File: config.mk
export PLATFORM = sky130hd
export DESIGN_NAME = sleep_wakeup_config
export DESIGN_NICKNAME = d
export VERILOG_FILES = /design/src/inc/sleep_wakeup_pkg.sv /design/src/wake_phase_timer.sv /design/src/sleep_wakeup_config.sv
export SDC_FILE = /design/constraint.sdc
export NUM_CORES = 1
export LEC_CHECK = 0
export ABC_AREA = 1
export BUFFER_PORTS_ARGS = -buffer_cell sky130_fd_sc_hd__clkbuf_2
export CELL_PAD_IN_SITES_DETAIL_PLACEMENT = 1
export CELL_PAD_IN_SITES_GLOBAL_PLACEMENT = 1
export CORE_UTILIZATION = 41
export DETAILED_ROUTE_END_ITERATION = 10
export PLACE_DENSITY_LB_ADDON = 0.1
export SYNTH_ARGS = -nofsm -noshare
export SYNTH_HDL_FRONTEND = slang
export SYNTH_SLANG_ARGS = --single-unit
File: constraint.sdc
create_clock -name sys_clk -period 2.25 [get_ports sys_clk]
set_clock_uncertainty 0.15 [all_clocks]
set_input_delay 0.1125 -clock sys_clk [delete_from_list [all_inputs] [get_ports sys_clk]]
set_output_delay 0.1125 -clock sys_clk [all_outputs]
set_load 0.01 [all_outputs]
File: src/inc/sleep_wakeup_pkg.sv
package sleep_wakeup_pkg;

  localparam int ADDR_W = 8;
  localparam int DATA_W = 8;

  ////////////////////////////////////////////////////////////////////////////
  // register offsets
  localparam logic [7:0] OFS_COARSE_TRIM = 8'he8;
  localparam logic [7:0] OFS_LEGACY_DUTY = 8'heb;
  localparam logic [7:0] OFS_BUZZ_I2C = 8'hec;
  localparam logic [7:0] OFS_WAKE_TAP = 8'hed;
  localparam logic [7:0] OFS_SEQ_STATUS = 8'hee;
  localparam logic [7:0] OFS_FINE_TRIM = 8'hfa;

  ////////////////////////////////////////////////////////////////////////////
  // field positions
  localparam int SLOW_OSC_OFF_BIT = 0;
  localparam int I2C_SLEEP_BIT = 1;
  localparam int ALT_BUZZ_LSB = 2;
  localparam int FIRST_TAP_LSB = 0;
  localparam int SECOND_TAP_LSB = 2;
  localparam int THIRD_TAP_LSB = 4;
  localparam int DOUBLE_BIT = 6;
  localparam int LEGACY_DUTY_LSB = 6;
  localparam int FINE_W = 3;
  localparam int BUZZ_CFG_W = 4;
  localparam int TAP_CFG_W = 7;
  localparam int STATUS_BUZZ_BIT = 4;

  ////////////////////////////////////////////////////////////////////////////
  // values after reset
  localparam logic [BUZZ_CFG_W-1:0] RST_BUZZ_I2C = 4'h0;
  localparam logic [TAP_CFG_W-1:0] RST_WAKE_TAP = 7'h7f;
  localparam logic [1:0] RST_LEGACY_DUTY = 2'h0;
  localparam logic [7:0] RST_COARSE_TRIM = 8'h00;
  localparam logic [FINE_W-1:0] RST_FINE_TRIM = 3'h0;

  ////////////////////////////////////////////////////////////////////////////
  // timing
  localparam int CLK_HZ = 40_000_000;
  localparam int US_PER_S = 1_000_000;
  localparam int US_CYCLES = (CLK_HZ + US_PER_S - 1) / US_PER_S;
  localparam int DELAY_W = 6;

  // phase delays in microseconds, indexed by tap code
  localparam logic [DELAY_W-1:0] FIRST_US [4] = '{6'h0a, 6'h0e, 6'h14, 6'h1e};
  localparam logic [DELAY_W-1:0] SECOND_US [4] = '{6'h03, 6'h04, 6'h05, 6'h0a};
  localparam logic [DELAY_W-1:0] THIRD_US [4] = '{6'h01, 6'h02, 6'h05, 6'h0a};

  ////////////////////////////////////////////////////////////////////////////
  // buzz selection: slow periods per monitor on-time
  localparam logic [1:0] ALT_COMPAT = 2'h0;
  localparam logic [1:0] ALT_1_32768 = 2'h1;
  localparam logic [1:0] ALT_1_8192 = 2'h2;
  localparam logic [15:0] RATIO_ALT_32768 = 16'h8000;
  localparam logic [15:0] RATIO_ALT_8192 = 16'h2000;
  localparam logic [15:0] LEGACY_RATIO [4] = '{16'h0100, 16'h0400, 16'h0040, 16'h0010};

  typedef enum logic [3:0] {
    ST_IDLE = 4'b0001,
    ST_FIRST = 4'b0010,
    ST_SECOND = 4'b0100,
    ST_THIRD = 4'b1000
  } seq_state_t;

endpackage

File: src/wake_phase_timer.sv
`timescale 1ns/10ps
module wake_phase_timer
  import sleep_wakeup_pkg::*;
#(
  parameter int unsigned US_CYC = US_CYCLES,
  parameter int unsigned DLY_W = DELAY_W
) (
  input wire logic sys_clk, // 40 MHz clock
  input wire logic resetn, // async reset, active low
  input wire logic start, // load delay and run
  input wire logic [DLY_W-1:0] delay_us, // delay in microseconds
  output logic expired, // last cycle of the delay
  output logic busy // delay running
);

  localparam int DIV_W = (US_CYC > 1) ? $clog2(US_CYC) : 1;
  localparam logic [DIV_W-1:0] DIV_LAST = DIV_W'(US_CYC - 1);

  generate
    if (US_CYC < 1 || DLY_W < 1) begin : g_bad
      $error("wake_phase_timer: bad parameters");
    end
  endgenerate

  logic [DIV_W-1:0] div_q;
  logic [DLY_W-1:0] us_q;
  logic busy_q;

  wire us_tick = busy_q && (div_q == '0);
  // zero delay treated as one microsecond so the sequence cannot stall
  assign expired = us_tick && (us_q <= DLY_W'(1));
  assign busy = busy_q;

  always_ff @(posedge sys_clk or negedge resetn) begin
    if (!resetn) begin
      div_q <= '0;
      us_q <= '0;
      busy_q <= 1'b0;
    end else if (start) begin
      div_q <= DIV_LAST;
      us_q <= delay_us;
      busy_q <= 1'b1;
    end else if (busy_q) begin
      div_q <= us_tick ? DIV_LAST : div_q - DIV_W'(1);
      if (us_tick) begin
        us_q <= us_q - DLY_W'(1);
      end
      if (expired) begin
        busy_q <= 1'b0;
      end
    end
  end

endmodule

File: src/sleep_wakeup_config.sv
// Behaviour
// - alternate buzz code 00 takes the buzz ratio from the legacy sleep duty field.
// - alternate buzz code 01 gives a 1/32768 duty, 10 gives 1/8192, 11 is reserved.
// - the i2c sleep bit powers the standby regulator while asleep.
// - the slow-oscillator off bit stops the low-speed oscillator for the whole sleep.
// - the double bit doubles all three wakeup phase delays.
// - third phase tap codes 00..11 give 1, 2, 5 and 10 microseconds.
// - the third phase runs only in a wakeup, never in a buzz sequence.
// - second phase tap codes 00..11 give 3, 4, 5 and 10 microseconds.
// - first phase tap codes 00..11 give 10, 14, 20 and 30 microseconds.
// - the three fine trim bits join below the eight coarse bits into the oscillator trim word.
// - fine trim is normally written by the locking function; software should leave it and the taps.
// - legacy duty codes 00..11 give on-time ratios of 1/256, 1/1024, 1/64 and 1/16 slow periods.
//
// The implementer's own choice: strobed register access.
`timescale 1ns/10ps
module sleep_wakeup_config
  import sleep_wakeup_pkg::*;
#(
  parameter int unsigned US_CYC = US_CYCLES
) (
  input wire logic sys_clk, // 40 MHz clock
  input wire logic resetn, // async reset, active low
  input wire logic [ADDR_W-1:0] reg_addr, // register address
  input wire logic [DATA_W-1:0] reg_wdata, // register write data
  input wire logic reg_wr, // write strobe
  input wire logic reg_rd, // read strobe
  output logic [DATA_W-1:0] reg_rdata, // read data, cycle after strobe
  input wire logic sleep_active, // device is in sleep state
  input wire logic wake_start, // pulse: begin wakeup sequence
  input wire logic buzz_start, // pulse: begin buzz sequence
  input wire logic lock_trim_wr, // pulse: locking function update
  input wire logic [FINE_W-1:0] lock_trim_val, // new fine trim value
  output logic i2c_standby_en, // standby regulator enable
  output logic slow_osc_run, // low-speed oscillator enable
  output logic [15:0] buzz_on_ratio, // slow periods per monitor on-time
  output logic [10:0] osc_trim_word, // main oscillator trim word
  output logic [2:0] wake_phase, // one-hot first/second/third phase
  output logic seq_busy, // sequence running
  output logic seq_done // pulse: sequence finished
);

  generate
    if (US_CYC < 1) begin : g_bad
      $error("sleep_wakeup_config: US_CYC must be at least 1");
    end
  endgenerate

  ////////////////////////////////////////////////////////////////////////////
  // phase delay decode for the sequencer; the checks below compare against fixed values
  function automatic logic [DELAY_W-1:0] phase_delay(input logic [1:0] ph,
                                                     input logic [TAP_CFG_W-1:0] cfg);
    logic [DELAY_W-1:0] base;
    base = '0;
    unique case (ph)
      2'h0: base = FIRST_US[cfg[FIRST_TAP_LSB +: 2]];
      2'h1: base = SECOND_US[cfg[SECOND_TAP_LSB +: 2]];
      default: base = THIRD_US[cfg[THIRD_TAP_LSB +: 2]];
    endcase
    return cfg[DOUBLE_BIT] ? {base[DELAY_W-2:0], 1'b0} : base;
  endfunction

  ////////////////////////////////////////////////////////////////////////////
  // registers
  logic [BUZZ_CFG_W-1:0] buzz_i2c_q;
  logic [TAP_CFG_W-1:0] wake_tap_q;
  logic [1:0] legacy_duty_q;
  logic [7:0] coarse_trim_q;
  logic [FINE_W-1:0] fine_trim_q;
  logic [DATA_W-1:0] rdata_q;

  wire hit_buzz = reg_addr == OFS_BUZZ_I2C;
  wire hit_tap = reg_addr == OFS_WAKE_TAP;
  wire hit_legacy = reg_addr == OFS_LEGACY_DUTY;
  wire hit_coarse = reg_addr == OFS_COARSE_TRIM;
  wire hit_fine = reg_addr == OFS_FINE_TRIM;
  wire hit_status = reg_addr == OFS_SEQ_STATUS;

  wire [1:0] alt_buzz_select = buzz_i2c_q[ALT_BUZZ_LSB +: 2];
  wire i2c_sleep_on = buzz_i2c_q[I2C_SLEEP_BIT];
  wire slow_osc_sleep_disable = buzz_i2c_q[SLOW_OSC_OFF_BIT];
  wire wake_delay_double = wake_tap_q[DOUBLE_BIT];

  seq_state_t state_q, state_d;
  logic buzz_seq_q, buzz_seq_d;

  // reserved bits are dropped on write and read back as zero
  wire [DATA_W-1:0] rd_word =
    hit_buzz ? {4'h0, buzz_i2c_q} :
    hit_tap ? {1'b0, wake_tap_q} :
    hit_legacy ? {legacy_duty_q, 6'h00} :
    hit_coarse ? coarse_trim_q :
    hit_status ? {3'h0, buzz_seq_q, state_q} :
    8'h00; // fine trim is write-only; unmapped reads zero

  always_ff @(posedge sys_clk or negedge resetn) begin
    if (!resetn) begin
      buzz_i2c_q <= RST_BUZZ_I2C;
      wake_tap_q <= RST_WAKE_TAP;
      legacy_duty_q <= RST_LEGACY_DUTY;
      coarse_trim_q <= RST_COARSE_TRIM;
    end else if (reg_wr) begin
      if (hit_buzz) buzz_i2c_q <= reg_wdata[BUZZ_CFG_W-1:0];
      if (hit_tap) wake_tap_q <= reg_wdata[TAP_CFG_W-1:0];
      if (hit_legacy) legacy_duty_q <= reg_wdata[LEGACY_DUTY_LSB +: 2];
      if (hit_coarse) coarse_trim_q <= reg_wdata;
    end
  end

  // locking function wins over a software write in the same cycle
  always_ff @(posedge sys_clk or negedge resetn) begin
    if (!resetn) begin
      fine_trim_q <= RST_FINE_TRIM;
    end else if (lock_trim_wr) begin
      fine_trim_q <= lock_trim_val;
    end else if (reg_wr && hit_fine) begin
      fine_trim_q <= reg_wdata[FINE_W-1:0];
    end
  end

  always_ff @(posedge sys_clk or negedge resetn) begin
    if (!resetn) begin
      rdata_q <= 8'h00;
    end else begin
      rdata_q <= reg_rd ? rd_word : 8'h00;
    end
  end
  assign reg_rdata = rdata_q;

  ////////////////////////////////////////////////////////////////////////////
  // sleep controls and trim word
  // reserved alt code 11 keeps the legacy selection rather than an undefined rate
  wire [15:0] ratio_d =
    (alt_buzz_select == ALT_1_32768) ? RATIO_ALT_32768 :
    (alt_buzz_select == ALT_1_8192) ? RATIO_ALT_8192 :
    LEGACY_RATIO[legacy_duty_q];
  wire standby_d = sleep_active && i2c_sleep_on;
  wire slow_run_d = !(sleep_active && slow_osc_sleep_disable);
  wire [10:0] trim_d = {coarse_trim_q, fine_trim_q};

  always_ff @(posedge sys_clk or negedge resetn) begin
    if (!resetn) begin
      buzz_on_ratio <= LEGACY_RATIO[RST_LEGACY_DUTY];
      i2c_standby_en <= 1'b0;
      slow_osc_run <= 1'b1;
      osc_trim_word <= {RST_COARSE_TRIM, RST_FINE_TRIM};
    end else begin
      buzz_on_ratio <= ratio_d;
      i2c_standby_en <= standby_d;
      slow_osc_run <= slow_run_d;
      osc_trim_word <= trim_d;
    end
  end

  ////////////////////////////////////////////////////////////////////////////
  // wakeup / buzz sequencer
  logic tmr_start;
  logic [DELAY_W-1:0] tmr_delay;
  logic tmr_expired;
  logic done_d;

  wake_phase_timer #(
    .US_CYC(US_CYC),
    .DLY_W(DELAY_W)
  ) u_timer (
    .sys_clk(sys_clk),
    .resetn(resetn),
    .start(tmr_start),
    .delay_us(tmr_delay),
    .expired(tmr_expired),
    .busy()
  );

  // taps are read live at each phase start; a change mid-sequence hits later phases
  always_comb begin
    state_d = state_q;
    buzz_seq_d = buzz_seq_q;
    tmr_start = 1'b0;
    tmr_delay = '0;
    done_d = 1'b0;
    unique case (state_q)
      ST_IDLE: begin
        if (wake_start || buzz_start) begin
          state_d = ST_FIRST;
          buzz_seq_d = !wake_start;
          tmr_start = 1'b1;
          tmr_delay = phase_delay(2'h0, wake_tap_q);
        end
      end
      ST_FIRST: begin
        if (tmr_expired) begin
          state_d = ST_SECOND;
          tmr_start = 1'b1;
          tmr_delay = phase_delay(2'h1, wake_tap_q);
        end
      end
      ST_SECOND: begin
        if (tmr_expired && buzz_seq_q) begin
          state_d = ST_IDLE;
          done_d = 1'b1;
        end else if (tmr_expired) begin
          state_d = ST_THIRD;
          tmr_start = 1'b1;
          tmr_delay = phase_delay(2'h2, wake_tap_q);
        end
      end
      ST_THIRD: begin
        if (tmr_expired) begin
          state_d = ST_IDLE;
          done_d = 1'b1;
        end
      end
      default: begin
        state_d = ST_IDLE;
      end
    endcase
  end

  always_ff @(posedge sys_clk or negedge resetn) begin
    if (!resetn) begin
      state_q <= ST_IDLE;
      buzz_seq_q <= 1'b0;
      seq_done <= 1'b0;
    end else begin
      state_q <= state_d;
      buzz_seq_q <= buzz_seq_d;
      seq_done <= done_d;
    end
  end

  assign wake_phase = state_q[3:1];
  assign seq_busy = !state_q[0];
endmodule

# Word-level counts from Yosys, hierarchy flattened
# Cells that the tools add are included.
[op_classes]
add_sub_neg = 2
n_lt_le_gt_ge = 5
n_eq_ne = 16
muxes = 51
bitwise = 4
reduce_logical = 21
[ops]
columns = ["op", "n"]
rows = [
  ["2-to-1 mux 6 bit", 19],
  ["2-to-1 mux 16 bit", 4],
  ["equality test 8 bit (second input constant)", 6],
  ["2-to-1 mux 8 bit", 5],
  ["binary-select mux 6 bit (select 2 bit)", 3],
  ["binary-select mux 16 bit (select 2 bit)", 1],
  ["2-to-1 mux 4 bit", 5],
  ["case mux 6 bit (3 select lines)", 1],
  ["case mux 4 bit (4 select lines)", 1],
  [">= comparator 3 bit (second input constant)", 4],
  ["inverter 2 -> 3 bit", 4],
  ["AND reduction 2 bit", 6],
  ["subtractor 6 x 1 -> 6 bit (second input constant)", 2],
  ["2-to-1 mux 1 bit", 7],
  ["<= comparator 6 x 1 -> 1 bit (second input constant)", 1],
  ["logical AND 1 bit", 6],
  ["zero test 6 bit", 1],
  ["2-to-1 mux 3 bit", 2],
  ["inequality test 2 bit (second input constant)", 3],
  ["nonzero test 2 bit", 3],
  ["2-to-1 mux 5 bit", 1],
  ["equality test 4 x 1 -> 1 bit (second input constant)", 1],
  ["equality test 4 x 2 -> 1 bit (second input constant)", 1],
  ["equality test 4 x 3 -> 1 bit (second input constant)", 1],
  ["other kinds (9)", 11],
]
[totals]
ff_bits = 80
in_bits = 27

# Longest topological paths before layout
# Gate-level depths: netlist of run 1.
[logic_depth]
word_depth = 9
ltp_mapped = 11
ltp_nobuf = 11

# By module
# From an unflattened synthesis of run 1, not the netlist that was laid out.
[unflattened]
hier_cells = 414
area_unflattened_um2 = 3553.4
[modules_own_cells]
columns = ["mod", "n_inst", "cells_each", "area_each_um2", "seq_area_each_um2"]
rows = [
  ["sleep_wakeup_config", 1, 305, 2726.4, 1438.9],
  ["wake_phase_timer", 1, 109, 827.0, 325.3],
]

# Least setup slack after synthesis of run 1
# No wires, ideal clock.
[synth_path]
kind = "register to register"
startpoint = "register wake_tap_q[2]"
endpoint = "register u_timer.us_q[2]"
t_arrival_ps = 1488
t_required_ps = 1983
slack_ps = 496
stages_incl_launch_ff = 10
n_path_buf = 0
synth_period_minus_slack_ps = 1754
cell_sequence = "dfstp_2 inv_1 ha_1 or2_2 nand3_1 nand2_1 nand2_1 nand3_1 nand2_1 nand2_1"
[synth_via]
elab_chain_cells = 8
[synth_lines]
columns = ["element", "line_no", "rtl"]
rows = [
  ["start, declared", "sleep_wakeup_config.sv:66", "logic [TAP_CFG_W-1:0] wake_tap_q;"],
  ["start signal, assigned", "sleep_wakeup_config.sv:104", "if (hit_tap) wake_tap_q <= reg_wdata[TAP_CFG_W-1:0];"],
  ["inverter 2 -> 3 bit (not written as such)", "sleep_wakeup_config.sv:57", "2'h1: base = SECOND_US[cfg[SECOND_TAP_LSB +: 2]];"],
  ["binary-select mux 6 bit (select 2 bit)", "sleep_wakeup_config.sv:57", ""],
  ["2-to-1 mux 6 bit (not written as such) (2 in a row)", "sleep_wakeup_config.sv:57", ""],
  ["2-to-1 mux 6 bit", "sleep_wakeup_config.sv:60", "return cfg[DOUBLE_BIT] ? {base[DELAY_W-2:0], 1'b0} : base;"],
  ["2-to-1 mux 6 bit", "sleep_wakeup_config.sv:191", "if (tmr_expired) begin"],
  ["case mux 6 bit (3 select lines)", "sleep_wakeup_config.sv:181", "unique case (state_q)"],
  ["2-to-1 mux 6 bit", "wake_phase_timer.sv:39", "end else if (start) begin"],
  ["end signal, assigned", "wake_phase_timer.sv:41", "us_q <= delay_us;"],
  ["end signal, assigned", "wake_phase_timer.sv:46", "us_q <= us_q - DLY_W'(1);"],
  ["end, declared", "wake_phase_timer.sv:26", "logic [DLY_W-1:0] us_q;"],
]
# Every way passes these cells. The select of a mux whose other input is x is not followed.
# A chain may end at the register's enable or synchronous reset.

# Worst setup path after layout of run 1
[layout_path]
startpoint = "register u_timer.us_q[0]"
endpoint = "register u_timer.us_q[4]"
[layout_via]
elab_chain_cells = 7
word_cells_on_any_way = 17
classes_between = "add/sub: 1; order compare: 1; mux: 10; reduce/logical: 5"
[layout_lines]
columns = ["element", "line_no", "rtl"]
rows = [
  ["<= comparator 6 x 1 -> 1 bit", "wake_phase_timer.sv:31", "assign expired = us_tick && (us_q <= DLY_W'(1));"],
  ["logical AND 1 bit", "wake_phase_timer.sv:31", ""],
  ["2-to-1 mux 1 bit or logical AND 1 bit (tied branches)", "sleep_wakeup_config.sv:191, sleep_wakeup_config.sv:201, sleep_wakeup_config.sv:198", ""],
  ["2-to-1 mux 1 bit", "sleep_wakeup_config.sv:198", "if (tmr_expired && buzz_seq_q) begin"],
  ["case mux 1 bit (3 select lines)", "sleep_wakeup_config.sv:181", ""],
  ["nonzero test 2 bit (no line)", "-", ""],
  ["AND reduction 2 bit (no line)", "-", ""],
]
# Parallel ways exist; a longest one is shown, timed or not. The select of a mux whose other input is x is not followed.

==> impl_metrics.ini, run 1 <==
[outcome]
status = finished, final reports clean

[detailed_routing]
wl_um = 9652
wl_per_cell_um = 15.18
antenna_left = 0
drt_iter0_markers = 75
vias_per_cell = 5.028
vias = 3198
drc = 0
drt_pass1_iterations = 4

[synth]
yosys.area.top_type = dfrtp_1
synth-simple-area-share_pct = 27.85
synth_area_leaders = dfrtp_1 40%, nand2_1 11%, dfstp_2 7.0%
synth.avg_cell_area_um2 = 8.315
synth_fa_ha_area_share_pct = 2.681
ys_ff_latch = 70
netlist_area_um2 = 3734
synth_cell_types = 41
ys_seq_area_share_pct = 47.25
async_flop_share_pct = 100.0
synth_top_area_share_pct = 40.21
synth-compound-area-share_pct = 10.22
synth_flop_cell = dfrtp_1
synth_top_family_by_area = simple AND/OR/NAND/NOR gates
syn_inst = 449
synth_warnings = 0
synth_xor_xnor_area_share_pct = 0.9383
synthMuxAreaShare_pct = 0
synth-edff-count = 0

[finish]
final_nets = 558
antenna_cells = 0
drive_gt1_share_pct = 23.48
areaGrowthSynthToFinish_pct = 18.43
fillers = 1113

[hold_path]
min_from = reg_wr
hold_class = in2reg

[critical_path]
max_stage_delay_ns = 0.41
cp-startpoint = u_timer.us_q[0]
slowest_stage = dfrtp_1
path_class = reg2reg
end_kind = flop
arrival_ns = 2.04
crit_required_ns = 2.34
critPathLaunchType = flop
critPathMaxFanout = 13
crit_chain = inv_1, ha_1, inv_1, nand2_1, nand3_2, nor2_8, nand2_4, nand2_4, nand2_1, nor2_1, nor2_1
crit-reg2reg-launch = u_timer.us_q[0]

[cts]
cts_buffer_depth = 2
cts_resized = 0
cts_tree = done
htreeDepth = 3
clock_latency_ns = 0.34
clock_tree.root_cell = clkbuf_8
clock-sinks = 70
clk_pin_slew_worst_paths_ns = 0.08
cts_inserted_buffers = 9

[timing]
final-hold-violation-count = 0
timing.final.ws_setup_ns = 0.2937
setup_tns_ns = 0
rsz0062_at_grt = no
maxSlewViolCount = 0
clock.fmax_mhz = 511.2
fin_crit_sh_pct = 86.94
period_minus_slack_ns = 1.956
final-setup-viol-count = 0

[placement]
dp_hpwl_um = 7179
place_worst_setup_slack_ns = 0.2924
globalplace.congestion = 0.8043
port_buffers = 58

[floorplanning]
core_um2 = 8763
die_area_um2 = 9492
ios = 69
row_count = 34
initial_core_util_pct = 42.60
die_x_um = 97.43
die_y_um = 97.43

[power_and_ir_drop]
p_leak_uw = 0.002363
max-vdd-ir-drop_mv = 0.3795
power_density_nw_per_um2 = 916.0

[global_routing]
overflow = 0
grt_use_total_pct = 21.77
antenna_found_initial = 0
grt_pass1_wl_um = 16410
grt_pass1_vias = 3336
grt_max_degree = 71

[flow_run]
max_cap_violations = 0
## critical path: cells and delay by family (launching register included)
kind,cells,cell delay [ns]
adder cells (fa/ha/maj),1,0.24
AND/OR/NAND/NOR,8,0.87
flip-flops,1,0.41
buffers and inverters,2,0.18
## logic make-up after synthesis
| kind of cell | count (synthesis) |
|---|---|
| and+or+nand+nor | 217 |
| buffers and inverters | 84 |
| DFF | 70 |
| AOI/OAI and AO/OA | 65 |
| adders and majority gates | 8 |
| xor gates and xnor gates | 4 |
| other | 1 |
## final timing paths
kind | end | slack (ns) | depth (start not counted)
setup / recovery | u_timer.us_q[4] | 0.29 | 11
hold / removal | coarse_trim_q[4] | 0.01 | 3
setup reg to reg | u_timer.us_q[4] | 0.29 | 11
hold reg to reg | osc_trim_word[2] | 0.22 | 0
max in group asynchronous | wake_tap_q[1] | 1.43 | 3
min in group asynchronous | buzz_on_ratio[4] | 0.16 | 3
## area by class of cell
type	instances	area [µm²]	area share, %
Multi-Input combinational cell	304	1594	36.05
Sequential cell	70	1764	39.90
Tap cell	108	135.1	3.056
Clock inverter	6	93.84	2.122
Clock buffer	10	127.6	2.886
Timing Repair Buffer	75	467.9	10.58
Inverter	63	239.0	5.405
## power breakdown
group	total [µW]	internal (µW)	switching, µW
clock network	1150	633	520
logic	1230	449	784
registers	1660	1460	203
total	4050	2540	1510
## cell usage after synthesis, types with 6 or more instances
master,number
nand2_1,110
dfrtp_1,60
inv_1,57
nor2_1,35
o21ai_0,35
nand3_1,32
buf_4,17
dfstp_2,10
a21oi_1,9
ha_1,8
o21ai_2,7
nand4_1,6
## cell usage in the layout, fill, tap and decap left out, types with 3 or more instances in the layout
cell type | netlist | routed
o21ai_0 | 35 | 35
nor3_1 | 3 | 3
conb_1 | 1 | 10
nand4_1 | 6 | 6
ha_1 | 8 | 8
nor2_2 | 4 | 4
o21ai_2 | 7 | 7
clkbuf_2 | 0 | 57
nand2_4 | 3 | 3
nand2_2 | 5 | 5
nor2_4 | 3 | 3
o21ai_1 | 4 | 4
nand3_1 | 32 | 32
dfrtp_1 | 60 | 60
o22ai_1 | 3 | 3
nand3_2 | 4 | 4
clkbuf_8 | 0 | 9
a21oi_1 | 9 | 9
dlygate4sd3_1 | 0 | 15
dfstp_2 | 10 | 10
nor2_1 | 35 | 35
nor4_1 | 4 | 4
inv_1 | 57 | 57
nand2_1 | 110 | 110
inv_2 | 5 | 5
## stage by stage
step                      utilization [%]  hold WS (ns)  cell area, µm²  instances  total power (µW)
after detailed placement            46.22       0.02457            4050        605              2916
final                               50.46       0.01443            4422        636              4050
after CTS                           50.46      0.008504            4422        636              4110
after global routing                50.46       0.01010            4422        636              4350
after global placement              46.22       0.01454            4050        605              2853
after floorplan                         -       -0.3331            3767        458              2581
## per-layer routing
metal  up-vias  part of all wire [%]  global-route usage (%)
met5         -                     0                       0
met4         0                   1.1                   6.674
met3        11                   2.9                   3.381
met2        61                    48                   36.15
met1      1568                    48                   29.33
li1       1558                     -                       -
## flip-flops by register name (all words and copies together) (netlist names), 2 cells and up
register / flops
buzz_on_ratio: 6
buzz_i2c_q: 4
u_timer.div_q: 6
osc_trim_word: 11
legacy_duty_q: 2
coarse_trim_q: 8
wake_tap_q: 7
u_timer.us_q: 6
state_q: 4
fine_trim_q: 3
reg_rdata: 8
## timing repair
action | 4_1_cts | 5_1_grt
buffers inserted | 0 | 0
endpoints found under the setup margin | 0 | 0
hold endpoints to repair | 105 | 0
hold buffers | 15 | 0
(Power assumes the default switching activity.)
==> run 2, diff against run 1 <==
Settings changed: SYNTH_HIERARCHICAL set to 1.
==> impl_metrics.ini, run 2 <==
[outcome]
status = finished, final reports clean

[finish]
drive_gt1_share_pct = 31.75
final_common_cell = nand2_1
largest_register_ffs = 11
layout_common_cells = 82 x nand2_1, 60 x dfrtp_1, 57 x clkbuf_2
fin_util_pct = 55.22
top_register = osc_trim_word
areaGrowthSynthToFinish_pct = 28.98
antenna_cells = 0
final_nets = 554
fillers = 1015

[critical_path]
critPathLaunchType = flop
crit_required_ns = 2.38
critPathMaxFanout = 5
arrival_ns = 2.34
end_kind = flop
path_class = reg2reg

[synth]
synth_warnings = 6
synth-edff-count = 0
synth_top_area_share_pct = 42.25
synth_cell_types = 36
synth_flop_cell = dfrtp_1
synth_common_cells = 84 x nand2_1, 60 x dfrtp_1, 50 x nand3_1, 43 x inv_1, 37 x nor2_1
yosys.area.top_type = dfrtp_1
ys_seq_area_share_pct = 49.65
syn_inst = 414
ys_ff_latch = 70
synth_area_leaders = dfrtp_1 42%, nand2_1 8.9%, dfstp_2 7.4%
netlist_area_um2 = 3553
synth.avg_cell_area_um2 = 8.583
async_flop_share_pct = 100.0
synth.most_common_cell = nand2_1

[detailed_routing]
wl_per_cell_um = 16.07
drt_iter0_markers = 126
drt_pass1_iterations = 4
vias = 3196
drc = 0
wl_um = 10140
vias_per_cell = 5.065
antenna_left = 0

[timing]
whs_ns = 0.02474
rsz0062_at_grt = yes
timing.final.ws_setup_ns = 0.03962
maxSlewViolCount = 0
clock.fmax_mhz = 452.4
setup_tns_ns = 0
fin_crit_sh_pct = 98.24
period_minus_slack_ns = 2.210
final-setup-viol-count = 0
final-hold-violation-count = 0

[flow_run]
max_cap_violations = 0

[floorplanning]
die_y_um = 95.10
die_area_um2 = 9043
core_um2 = 8299
ios = 69
initial_core_util_pct = 42.82
row_count = 33
die_x_um = 95.10

[global_routing]
grt_pass1_vias = 3222
overflow = 0
grt_max_degree = 71
grt_pass1_wl_um = 15920
grt_use_total_pct = 23.36
antenna_found_initial = 0

[power_and_ir_drop]
power_density_nw_per_um2 = 575.0
p_leak_uw = 0.002313
max-vdd-ir-drop_mv = 0.2890

[cts]
clock_latency_ns = 0.35
htreeDepth = 3
cts_tree = done
clock_tree.root_cell = clkbuf_8
clk_pin_slew_worst_paths_ns = 0.08
clock-sinks = 70
cts_inserted_buffers = 9
cts_buffer_depth = 2

[placement]
globalplace.congestion = 0.8687
place_worst_setup_slack_ns = -0.08244
dp_hpwl_um = 6978
port_buffers = 58

[hold_path]
hold_class = in2reg
## run 2: stage by stage
| step | instances | cell area [µm²] | total power (µW) |
|---|---|---|---|
| 2_1_floorplan | 423 | 3621 | 1487 |
| 3_3_place_gp | 582 | 4009 | 1582 |
| 3_5_place_dp | 582 | 4009 | 1593 |
| 4_1_cts | 623 | 4457 | 2652 |
| 5_1_grt | 631 | 4583 | 2740 |
| 6_report | 631 | 4583 | 2635 |
## run 2: kinds of logic (layout without fill, tap and decap cells)
family,Yosys count,in the layout,synth area share (%)
mux,1,1,0.3169
fa+ha+maj,6,6,2.113
flops,70,70,49.65
compound gates,57,57,9.296
buf+inv,72,175,10.11
xor+xnor,2,2,0.4930
simple gates,205,205,27.92
other cells,1,10,0.1055
## run 2: layout make-up
| cell class | instances | area (µm²) | share of cell area, % |
|---|---|---|---|
| timing repair buffer | 106 | 721.9 | 15.75 |
| sequential | 70 | 1764 | 38.49 |
| clock buffer | 10 | 127.6 | 2.785 |
| tap | 105 | 131.4 | 2.867 |
| multi-input combinational | 281 | 1559 | 34.02 |
| clock inverter | 6 | 70.07 | 1.529 |
| inverter | 53 | 209.0 | 4.559 |
## run 2: critical path: stages, from the launching register on
cell and delay, ns:
dfrtp_1 0.41, inv_2 0.08, ha_4 0.14, nand2_4 0.05
nor2_4 0.14, nand2_4 0.07, nor2_4 0.12, inv_2 0.06
nor2_1 0.08, nand2_1 0.09, nand3_2 0.08, buf_6 0.14
nor2_4 0.07, nor2_4 0.12, nand2_2 0.07, xor2_1 0.14
nor2_1 0.12
## run 2: final timing paths
check | start | to | slack (ns) | depth (start not counted)
worst max-delay path | u_timer/div_q[1] | u_timer/div_q[3] | 0.04 | 16
worst min register to register | fine_trim_q[2] | osc_trim_word[2] | 0.23 | 0
min in group asynchronous | resetn | i2c_standby_en | 0.16 | 3
worst min-delay path | reg_addr[1] | reg_rdata[7] | 0.02 | 5
worst max register to register | u_timer/div_q[1] | u_timer/div_q[3] | 0.04 | 16
max in group asynchronous | resetn | wake_tap_q[4] | 1.43 | 3
## run 2: what timing repair did
action,CTS,global route
hold endpoints to repair,103,0
gates resized for setup,2,18
hold buffers,22,0
buffers inserted,3,8
pin swaps,2,14
endpoints found under the setup margin,4,10
## run 2: layer usage
| metal | vias up | routed length (µm) | track usage, % |
|---|---|---|---|
| li1 | 1531 | - | - |
| met1 | 1590 | 4815 | 32.64 |
| met2 | 62 | 4923 | 37.56 |
| met3 | 13 | 298 | 3.190 |
| met4 | 0 | 103 | 7.071 |
| met5 | - | 0 | 0 |
## run 2: report_power, final
part / switching, µW / internal (µW) / total (µW)
registers: 40.0 / 1320 / 1360
clock network: 513 / 520 / 1030
logic: 144 / 101 / 245
==> run 3, diff against run 2 <==
Settings changed: GPL_TIMING_DRIVEN set to 0, SYNTH_HIERARCHICAL 1 to unset.
==> impl_metrics.ini, run 3 (synthesized netlist as in run 1, its figures left out) <==
[outcome]
status = finished, final reports clean

[timing]
clock.fmax_mhz = 516.2
maxSlewViolCount = 0
final-setup-viol-count = 0
timing.final.ws_setup_ns = 0.3126
setup_tns_ns = 0
rsz0062_at_grt = no
final-hold-violation-count = 0
fin_crit_sh_pct = 86.11
period_minus_slack_ns = 1.937

[cts]
post_cts.repair.setup_buffers = 0
cts_resized = 0
htreeDepth = 3
cts_buffer_depth = 2
clk_pin_slew_worst_paths_ns = 0.08
clock-sinks = 70
clock_latency_ns = 0.35
clock_tree.root_cell = clkbuf_8
cts_inserted_buffers = 9
cts_tree = done

[detailed_routing]
antenna_left = 0
wl_per_cell_um = 14.74
wl_um = 9683
drt_iter0_markers = 89
vias = 3289
vias_per_cell = 5.006
drt_pass1_iterations = 4
drc = 0

[power_and_ir_drop]
p_leak_uw = 0.002475
p_int_uw = 2593
switching_share_pct = 36.77
power.net_switching_uw = 1508
p_clk_share_pct = 28.1
power_density_nw_per_um2 = 892.1
max-vdd-ir-drop_mv = 0.3930
comb_power_share_pct = 31.5
p_seq_share_pct = 40.4

[hold_path]
min_to = fine_trim_q[0]
min_from = lock_trim_wr
hold_class = in2reg
hold_depth = 5

[critical_path]
reg2reg_to = u_timer.us_q[4]
ff2ff_setup_slack_ns = 0.31
max_stage_delay_ns = 0.42
slowest_stage = dfrtp_1
critPathTopFamily = simple AND/OR/NAND/NOR gates
arrival_ns = 2.03
crit_buf_inv = 2
critPathLaunchType = flop
crit_chain = inv_1, ha_1, inv_1, nand2_1, nand3_2, nor2_8, nand2_4, nand2_4, nand2_1, nor2_1, nor2_1
crit-reg2reg-launch = u_timer.us_q[0]
critPathMaxFanout = 8
end_kind = flop
path_class = reg2reg
crit_required_ns = 2.35
r2r_cells = 11

[floorplanning]
core_um2 = 8763
initial_core_util_pct = 42.60
die_y_um = 97.43
die_x_um = 97.43
row_count = 34
die_area_um2 = 9492
ios = 69

[global_routing]
grt_max_degree = 40
grt_use_total_pct = 21.93
overflow = 0
antenna_found_initial = 0
grt_pass1_wl_um = 16590
grt_pass1_vias = 3474

[finish]
top_register = osc_trim_word
largest_register_ffs = 11
design_area_um2 = 4597
layout_common_cells = 110 x nand2_1, 60 x dfrtp_1, 57 x inv_1, 57 x clkbuf_2
areaGrowthSynthToFinish_pct = 23.12
fin_util_pct = 52.46
final_common_cell = nand2_1
final_nets = 579
antenna_cells = 0
fillers = 1111
drive_gt1_share_pct = 26.23

[flow_run]
max_cap_violations = 0

[placement]
place_worst_setup_slack_ns = 0.3171
dp_hpwl_um = 7217
globalplace.congestion = 0.7839
port_buffers = 58
placed_area_um2 = 4215
run 3: cell types whose count changed in the layout (fill, tap and decap cells not counted), moves of 5 or more:
cell	delta
buf_4	-7
o21ai_1	-16
ha_1	+5
nand3_1	-16
nor2_4	-6
inv_2	-8
inv_1	+19
nand2_1	+28
dlygate4sd3_1	-6
o21ai_0	+20
run 3: through the flow:
stage	hold WS, ns	std cells	power, µW
2_1_floorplan	-0.3331	458	2581
3_3_place_gp	0.1100	624	2891
3_5_place_dp	-0.02037	625	2957
4_1_cts	0.01288	656	4157
5_1_grt	0.05059	657	4410
6_report	0.02620	657	4101
run 3: power groups by stage:
stage,Combinational [µW],Clock [µW],Sequential (µW)
finish,1290,1150,1660
global route,1490,1230,1690
CTS,1310,1190,1660
detailed placement,1270,0,1680
global placement,1220,0,1670
floorplan,948,0,1630
run 3: cell type report:
class                   count  area, µm²  share of cell area [%]
clock inverters             6      93.84                   2.041
inverters                  63      239.0                   5.199
repair buffers             75      473.0                   10.29
multi-input cells         304       1594                   34.68
clock buffers              10      127.6                   2.776
plain buffers              21      170.2                   3.702
flip-flops and latches     70       1764                   38.38
well taps                 108      135.1                   2.940
run 3: how the worst max path moves through the flow:
| stage | end | slack, ns | from | depth (start not counted) |
|---|---|---|---|---|
| after floorplan | u_timer.us_q[2] | 0.50 | wake_tap_q[2] | 9 |
| after detailed placement | u_timer.us_q[4] | 0.32 | u_timer.us_q[0] | 11 |
| after global placement | u_timer.us_q[4] | 0.34 | u_timer.us_q[0] | 11 |
| final | u_timer.us_q[4] | 0.31 | u_timer.us_q[0] | 11 |
| after CTS | u_timer.us_q[4] | 0.30 | u_timer.us_q[0] | 11 |
| after global routing | u_timer.us_q[4] | 0.12 | u_timer.us_q[0] | 11 |
run 3: worst min-delay path, cell delays in order:
cell and delay (ns):
clkbuf_2 0.14, nand2_1 0.06, o21ai_0 0.06, nand2_1 0.05, o21ai_0 0.07
run 3: what timing repair did:
item,in CTS,in global routing
endpoints found under the hold margin,88,1
endpoints found under the setup margin,0,0
hold buffers,15,1
run 3: layer usage:
layer  part of all wire [%]  up-vias  global-route usage (%)
met4                   0.89        0                   6.335
met3                    3.2        9                   3.525
li1                       -     1605                       -
met1                     47     1613                   29.04
met2                     49       62                   37.06
met5                      0        -                       0
